===== config.mk =====
export PLATFORM = sky130hd
export DESIGN_NAME = hdc_hex_dual_clock_dff
export DESIGN_NICKNAME = d
export VERILOG_FILES = /design/src/hdc_pkg.sv /design/src/hdc_hex_dual_clock_dff.sv
export SDC_FILE = /design/constraint.sdc
export NUM_CORES = 1
export LEC_CHECK = 0
export BUFFER_PORTS_ARGS = -buffer_cell sky130_fd_sc_hd__buf_2
export CAP_MARGIN = 20
export CELL_PAD_IN_SITES_DETAIL_PLACEMENT = 1
export CELL_PAD_IN_SITES_GLOBAL_PLACEMENT = 1
export CORE_MARGIN = 5
export CORE_UTILIZATION = 35
export DETAILED_ROUTE_END_ITERATION = 12
export PLACE_DENSITY = 0.78
export SYNTH_ARGS = -nofsm -noshare
export SYNTH_HDL_FRONTEND = slang
export SYNTH_SLANG_ARGS = --single-unit

===== constraint.sdc =====
create_clock -name CLOCK_I -period 3.22 [get_ports CLOCK_I]
set_input_delay 0.966 -clock CLOCK_I [delete_from_list [all_inputs] [get_ports CLOCK_I]]
set_output_delay 0.966 -clock CLOCK_I [all_outputs]
set_load 0.1 [all_outputs]

===== src/hdc_pkg.sv =====
// Package for the six-bit dual-clock storage block.
// Assumes one system clock; all pin levels are sampled in that clock's domain.
package hdc_pkg;

  localparam int unsigned NUM_BITS = 6;
  localparam logic [NUM_BITS-1:0] TRUE_RESET = 6'h00;
  localparam logic [NUM_BITS-1:0] INV_RESET = 6'h3f;
  localparam logic CLK_RESET = 1'h0;
  localparam int unsigned SYNC_STAGES = 2;

  // Pin levels that travel together through the synchroniser
  typedef struct packed {
    logic async_clear_in;
    logic clock_in_second;
    logic clock_in_first;
    logic [NUM_BITS-1:0] bit_data_in;
  } hdc_pins_t;

  localparam hdc_pins_t PINS_RESET = '{async_clear_in: 1'h0, clock_in_second: 1'h0,
                                       clock_in_first: 1'h0, bit_data_in: 6'h00};

endpackage


===== src/hdc_hex_dual_clock_dff.sv =====
// Six storage bits with two shared rising-edge clock pins and one shared clear pin.
// Assumes the data, clock and clear pins are asynchronous to CLOCK_I and are sampled through two flip-flops.
`timescale 1ns/1ns
`default_nettype none

// Behaviour
// - Six independent bits, each with own data, sharing both clocks and clear.
// - Each bit drives a true output and its logical inverse.
// - Both clocks low: master follows data, outputs hold.
// - Either clock rising with other low, or both rising, loads outputs.
// - Output equals data before edge; rise with other clock high holds.
// - Clear high forces true outputs low regardless of data and clocks.
// - Clear acts without clock activity and beats a simultaneous edge.
module hdc_hex_dual_clock_dff (
  input wire logic CLOCK_I,
  input wire logic SRST_I,
  input wire logic [hdc_pkg::NUM_BITS-1:0] BIT_DATA_IN_I,
  input wire logic CLOCK_IN_FIRST_I,
  input wire logic CLOCK_IN_SECOND_I,
  input wire logic ASYNC_CLEAR_IN_I,
  output logic [hdc_pkg::NUM_BITS-1:0] TRUE_OUT_O,
  output logic [hdc_pkg::NUM_BITS-1:0] INVERTED_OUT_O
);

  hdc_pkg::hdc_pins_t pins_raw;
  hdc_pkg::hdc_pins_t meta_q;
  hdc_pkg::hdc_pins_t sync_q;
  logic clk_a_prev_q;
  logic clk_b_prev_q;
  logic [hdc_pkg::NUM_BITS-1:0] master_q;
  logic [hdc_pkg::NUM_BITS-1:0] master_d;
  logic [hdc_pkg::NUM_BITS-1:0] true_q;
  logic [hdc_pkg::NUM_BITS-1:0] true_d;
  logic [hdc_pkg::NUM_BITS-1:0] inv_q;
  logic [hdc_pkg::NUM_BITS-1:0] inv_d;

  wire logic clk_a_s;
  wire logic clk_b_s;
  wire logic clr_s;
  wire logic [hdc_pkg::NUM_BITS-1:0] data_s;
  wire logic rise_a;
  wire logic rise_b;
  wire logic both_low;
  wire logic load;
  wire logic held_a;
  wire logic held_b;

  assign pins_raw = '{async_clear_in: ASYNC_CLEAR_IN_I, clock_in_second: CLOCK_IN_SECOND_I,
                      clock_in_first: CLOCK_IN_FIRST_I, bit_data_in: BIT_DATA_IN_I};

  // Two-stage pin synchroniser; meta_q feeds only sync_q
  always_ff @(posedge CLOCK_I) begin
    if (SRST_I) begin
      meta_q <= hdc_pkg::PINS_RESET;
      sync_q <= hdc_pkg::PINS_RESET;
    end else begin
      meta_q <= pins_raw;
      sync_q <= meta_q;
    end
  end

  assign clk_a_s = sync_q.clock_in_first;
  assign clk_b_s = sync_q.clock_in_second;
  assign clr_s = sync_q.async_clear_in;
  assign data_s = sync_q.bit_data_in;

  // Rising edge in the synchronised domain
  function automatic logic rise_of(input logic now_lvl, input logic last_lvl);
    return now_lvl & ~last_lvl;
  endfunction

  always_ff @(posedge CLOCK_I) begin
    if (SRST_I) begin
      clk_a_prev_q <= hdc_pkg::CLK_RESET;
      clk_b_prev_q <= hdc_pkg::CLK_RESET;
    end else begin
      clk_a_prev_q <= clk_a_s;
      clk_b_prev_q <= clk_b_s;
    end
  end

  assign rise_a = rise_of(clk_a_s, clk_a_prev_q);
  assign rise_b = rise_of(clk_b_s, clk_b_prev_q);
  assign held_a = clk_a_s & clk_a_prev_q;
  assign held_b = clk_b_s & clk_b_prev_q;
  assign both_low = ~clk_a_s & ~clk_b_s;
  // a rise while the other clock stays high is no edge
  assign load = (rise_a & ~clk_b_s) | (rise_b & ~clk_a_s) | (rise_a & rise_b);

  assign master_d = both_low ? data_s : master_q;

  assign true_d = clr_s ? hdc_pkg::TRUE_RESET : (load ? master_q : true_q);

  assign inv_d = ~true_d;

  always_ff @(posedge CLOCK_I) begin
    if (SRST_I) begin
      master_q <= hdc_pkg::TRUE_RESET;
    end else begin
      master_q <= master_d;
    end
  end

  always_ff @(posedge CLOCK_I) begin
    if (SRST_I) begin
      true_q <= hdc_pkg::TRUE_RESET;
    end else begin
      true_q <= true_d;
    end
  end

  always_ff @(posedge CLOCK_I) begin
    if (SRST_I) begin
      inv_q <= hdc_pkg::INV_RESET;
    end else begin
      inv_q <= inv_d;
    end
  end

  assign TRUE_OUT_O = true_q;
  assign INVERTED_OUT_O = inv_q;
endmodule

`default_nettype wire


# ---- Yosys cells after proc, flatten, opt, wreduce, memory -nomap -nowiden
# Index checks and enable logic that the tools add are counted.
dict set report word_totals {
  register_bits 38
  inputBits 11
  out_inout_bits 12
  elab_cells 28
}
dict set report op_classes {
  n_mux 2
  bitwise 13
}
# op n
set op_table {}
lappend op_table {{6-bit two-way mux} 2}
lappend op_table {{1-bit AND} 6}
lappend op_table {{6-bit NOT} 1}
lappend op_table {{1-bit NOT} 4}
lappend op_table {{1-bit OR} 2}

# ---- Depth between registers and ports, before layout
dict set report logic_depth {
  ltp_word 8
  depth_mapped 4
  ltp_nobuf 3
}

# ---- Least setup slack after synthesis
# Ideal clock, no wire load.
dict set report synth_timing {
  kind {register -> output}
  start {reg true_q (netlist bit TRUE_OUT_O[0])}
  end {out TRUE_OUT_O[0] (netlist bit)}
  t_arrival_ns 0.940
  required_ns 2.254
  setup_slack_ns 1.314
  stages_incl_launch_ff 1
  cell_sequence {dfxtp_1}
}
# item line_no
set synth_lines {}
lappend synth_lines {{from (decl)} hdc_hex_dual_clock_dff.sv:32} ;# logic [hdc_pkg::NUM_BITS-1:0] true_q;
lappend synth_lines {{from (signal assigned)} hdc_hex_dual_clock_dff.sv:106} ;# true_q <= hdc_pkg::TRUE_RESET;
lappend synth_lines {{from (signal assigned)} hdc_hex_dual_clock_dff.sv:108} ;# true_q <= true_d;
lappend synth_lines {{to (decl)} hdc_hex_dual_clock_dff.sv:21} ;# output logic [hdc_pkg::NUM_BITS-1:0] TRUE_OUT_O,
# No word-level cell between the ends.

# ---- Worst setup path after layout
dict set report layout_timing {
  start {reg true_q (netlist bit TRUE_OUT_O[0])}
  end {out TRUE_OUT_O[0] (netlist bit)}
}
# No word-level cell between the ends.

==> run_summary.xml <==
<?xml version="1.0" encoding="UTF-8"?>
<metrics>
  <group name="status">
    <metric name="status" unit="">finished, final reports clean</metric>
  </group>
  <group name="final_layout">
    <metric name="most-common-layout-cells" unit="">38 x dfxtp_1, 22 x buf_2, 20 x nor2b_1, 12 x nand2_1</metric>
    <metric name="final_net_count" unit="">139</metric>
    <metric name="layout_commonest_cell" unit="">dfxtp_1</metric>
    <metric name="flow.area_growth_from_synthesis" unit="%">15.7</metric>
    <metric name="antenna-diode-count" unit="">0</metric>
    <metric name="register_area" unit="µm²">761</metric>
    <metric name="final_area" unit="mm²">0.00138</metric>
    <metric name="drive_above_1_share" unit="%">30.2</metric>
    <metric name="multi_input_area" unit="µm²">395</metric>
    <metric name="final.fill_count" unit="">388</metric>
  </group>
  <group name="place">
    <metric name="gpl.final_weighted_congestion" unit="">0.661</metric>
    <metric name="place_area" unit="mm²">0.00132</metric>
    <metric name="post-dp-hpwl" unit="mm">1.41</metric>
    <metric name="port_buffers" unit="">22</metric>
  </group>
  <group name="critical_path">
    <metric name="arrival_time_worst_endpoint" unit="ns">1.19</metric>
    <metric name="r2r_cells" unit="">3</metric>
    <metric name="crit_path_cell_trace" unit="">buf_2</metric>
    <metric name="critical_path.max_stage_delay" unit="ns">0.45</metric>
    <metric name="path_max_fanout" unit="">3</metric>
    <metric name="cp-end-kind" unit="">output port</metric>
    <metric name="critical-path-slowest-cell" unit="">buf_2</metric>
    <metric name="crit_path_start_kind" unit="">register</metric>
    <metric name="crit_cells" unit="">1</metric>
    <metric name="buf_inv_stages_crit_path" unit="">1</metric>
    <metric name="cpLargestDelayFamily" unit="">buffers and inverters</metric>
    <metric name="critPathKind" unit="">reg2out</metric>
    <metric name="cp.required" unit="ns">2.25</metric>
  </group>
  <group name="clocking">
    <metric name="h-tree-depth" unit="">2</metric>
    <metric name="cts-root-to-sink-buffers" unit="">2</metric>
    <metric name="skew_pair_late_insertion_delay" unit="ns">0.35</metric>
    <metric name="post-cts-setup-buffer-count" unit="">0</metric>
    <metric name="clk_transition_reported_paths" unit="ns">0.11</metric>
    <metric name="cts_repair_resize_count" unit="">0</metric>
    <metric name="master_cell_of_the_clock_root_buffer" unit="">clkbuf_4</metric>
    <metric name="cts_hold_repair.buffers" unit="">0</metric>
    <metric name="tritoncts_clock_tree" unit="">built</metric>
    <metric name="clock_sinks" unit="">38</metric>
    <metric name="cts_made_buffers" unit="">5</metric>
  </group>
  <group name="drt">
    <metric name="vias" unit="">781</metric>
    <metric name="detail_route.iter0.violations" unit="">44</metric>
    <metric name="drt_pass1_iterations" unit="">4</metric>
    <metric name="wirelength" unit="mm">1.99</metric>
    <metric name="routed_wire_length_per_instance" unit="µm">11.4</metric>
    <metric name="avgViaCountPerCell" unit="">4.46</metric>
    <metric name="ant_nets" unit="">0</metric>
    <metric name="detail_route.drc_violations" unit="">0</metric>
  </group>
  <group name="synthesis">
    <metric name="synth_compound_area_share" unit="%">11.1</metric>
    <metric name="synthAdderAreaFrac" unit="%">0</metric>
    <metric name="synth_top_family_by_area" unit="">simple AND/OR/NAND/NOR gates</metric>
    <metric name="synth_area_per_cell" unit="µm²">11.4</metric>
    <metric name="synthCells" unit="">105</metric>
    <metric name="synth_warnings" unit="">0</metric>
    <metric name="synth_cell_type_count" unit="">18</metric>
    <metric name="yosys.area_share.simple" unit="%">22.0</metric>
    <metric name="synth.area.mux_share" unit="%">0</metric>
    <metric name="syn-num-nets" unit="">116</metric>
    <metric name="postSynthRegisterBits" unit="">38</metric>
    <metric name="xor_xnor_cell_area_share_of_the_yosys_netlist" unit="%">0</metric>
    <metric name="synth_area" unit="mm²">0.00120</metric>
    <metric name="sequential_to_total_area_share_from_yosys_stat" unit="%">63.6</metric>
  </group>
  <group name="floorplan">
    <metric name="rows" unit="">21</metric>
    <metric name="start_util" unit="%">36.1</metric>
    <metric name="io_pins" unit="">23</metric>
    <metric name="chipWidth" unit="µm">68.5</metric>
    <metric name="chipHeight" unit="µm">68.5</metric>
    <metric name="floorplan.core_area" unit="mm²">0.00331</metric>
    <metric name="die_area" unit="mm²">0.00469</metric>
  </group>
  <group name="sta">
    <metric name="min_period" unit="ns">2.16</metric>
    <metric name="finalSetupTns" unit="ns">0</metric>
    <metric name="hold_viol_final" unit="">0</metric>
    <metric name="final-setup-viol-count" unit="">0</metric>
    <metric name="unrepaired_setup_endpoints_after_global_routing" unit="">false</metric>
    <metric name="max_slew_margin" unit="%">67.5</metric>
    <metric name="worst_slew_pin_slew" unit="ns">0.491</metric>
    <metric name="layout_worst_path_cycle_share" unit="%">67.0</metric>
    <metric name="drv_slew" unit="">0</metric>
    <metric name="finalHoldWorstSlack" unit="ns">0.433</metric>
    <metric name="max_clock_freq" unit="GHz">0.463</metric>
    <metric name="finClkSkew" unit="ns">0.0141</metric>
  </group>
  <group name="power">
    <metric name="powerDensity" unit="mW/mm²">570</metric>
    <metric name="ir_worst_vdd" unit="V">0.000204</metric>
    <metric name="leakage" unit="nW">0.550</metric>
  </group>
  <group name="worst_hold_path">
    <metric name="hold_depth" unit="">2</metric>
    <metric name="type_of_the_worst_min_delay_path" unit="">reg2reg</metric>
  </group>
  <group name="global_route">
    <metric name="grt_pass1_vias" unit="">804</metric>
    <metric name="grt_antenna_before_repair" unit="">0</metric>
    <metric name="grt_usage" unit="%">9.48</metric>
    <metric name="largest_net_degree_at_the_start_of_global_routing" unit="">28</metric>
    <metric name="globalRouteOverflowTotal" unit="">0</metric>
    <metric name="grt_first_pass_wirelength" unit="mm">3.14</metric>
  </group>
  <group name="job">
    <metric name="max_cap_viol_count" unit="">0</metric>
  </group>
</metrics>
[where the power goes]
group,total (mW),switching [mW],internal (mW)
clock network,0.252,0.146,0.106
registers,0.490,0.00535,0.484
logic,0.0469,0.0312,0.0157
[flip-flops by register name, summed over array words and instances (netlist names)]
signal	cells
clk_b_s	1
INVERTED_OUT_O	6
TRUE_OUT_O	6
master_q	6
clk_b_prev_q	1
clr_s	1
meta_q	9
clk_a_s	1
data_s	6
clk_a_prev_q	1
[path summary, 6_finish.rpt]
path,from,to,slack [ns]
setup / recovery,TRUE_OUT_O[0]$_SDFF_PP0_,TRUE_OUT_O[0],1.06
hold / removal,data_s[5]$_SDFF_PP0_,master_q[5]$_SDFFE_PP0P_,0.43
setup reg to reg,clk_a_s$_SDFF_PP0_,TRUE_OUT_O[0]$_SDFF_PP0_,1.96
hold reg to reg,data_s[5]$_SDFF_PP0_,master_q[5]$_SDFFE_PP0P_,0.43
[per-stage QoR]
stage	utilization, %	setup slack, ns	power, mW	std cells
finish	41.8	1.06	0.788	175
global route	41.8	1.04	0.820	175
CTS	41.8	1.05	0.798	175
detailed placement	40.0	1.11	0.548	167
global placement	40.0	1.19	0.545	167
floorplan	-	1.31	0.540	105
[layout make-up]
cell class	count	area share, %
multi-input cells	61	28.6
clock buffers	7	3.98
well taps	46	4.16
flip-flops and latches	38	55.0
clock inverters	1	0.362
repair buffers	22	7.96
[Yosys cell counts (all sizes together)]
cell,n,area share [%]
clkbuf,3,1.0
a31o,6,4.4
and4,6,5.2
nand2,13,4.3
nor2b,20,10
a21oi,6,2.5
or2,1,0.73
a31oi,6,3.1
a22oi,1,1.0
nor2,2,1.3
buf,3,2.3
dfxtp,38,64
[layer usage]
metal	GRT usage, %	share of wire, %	vias to the layer above
met4	7.44	2.9	0
met5	0	0	-
met3	4.27	8.4	5
met2	16.2	45	29
li1	-	-	400
met1	8.58	43	347
[cell families after synthesis]
family,after synthesis
compound gates,19
buf+inv,6
flops,38
simple gates,42
No activity file was read; power rests on OpenSTA's default activity.
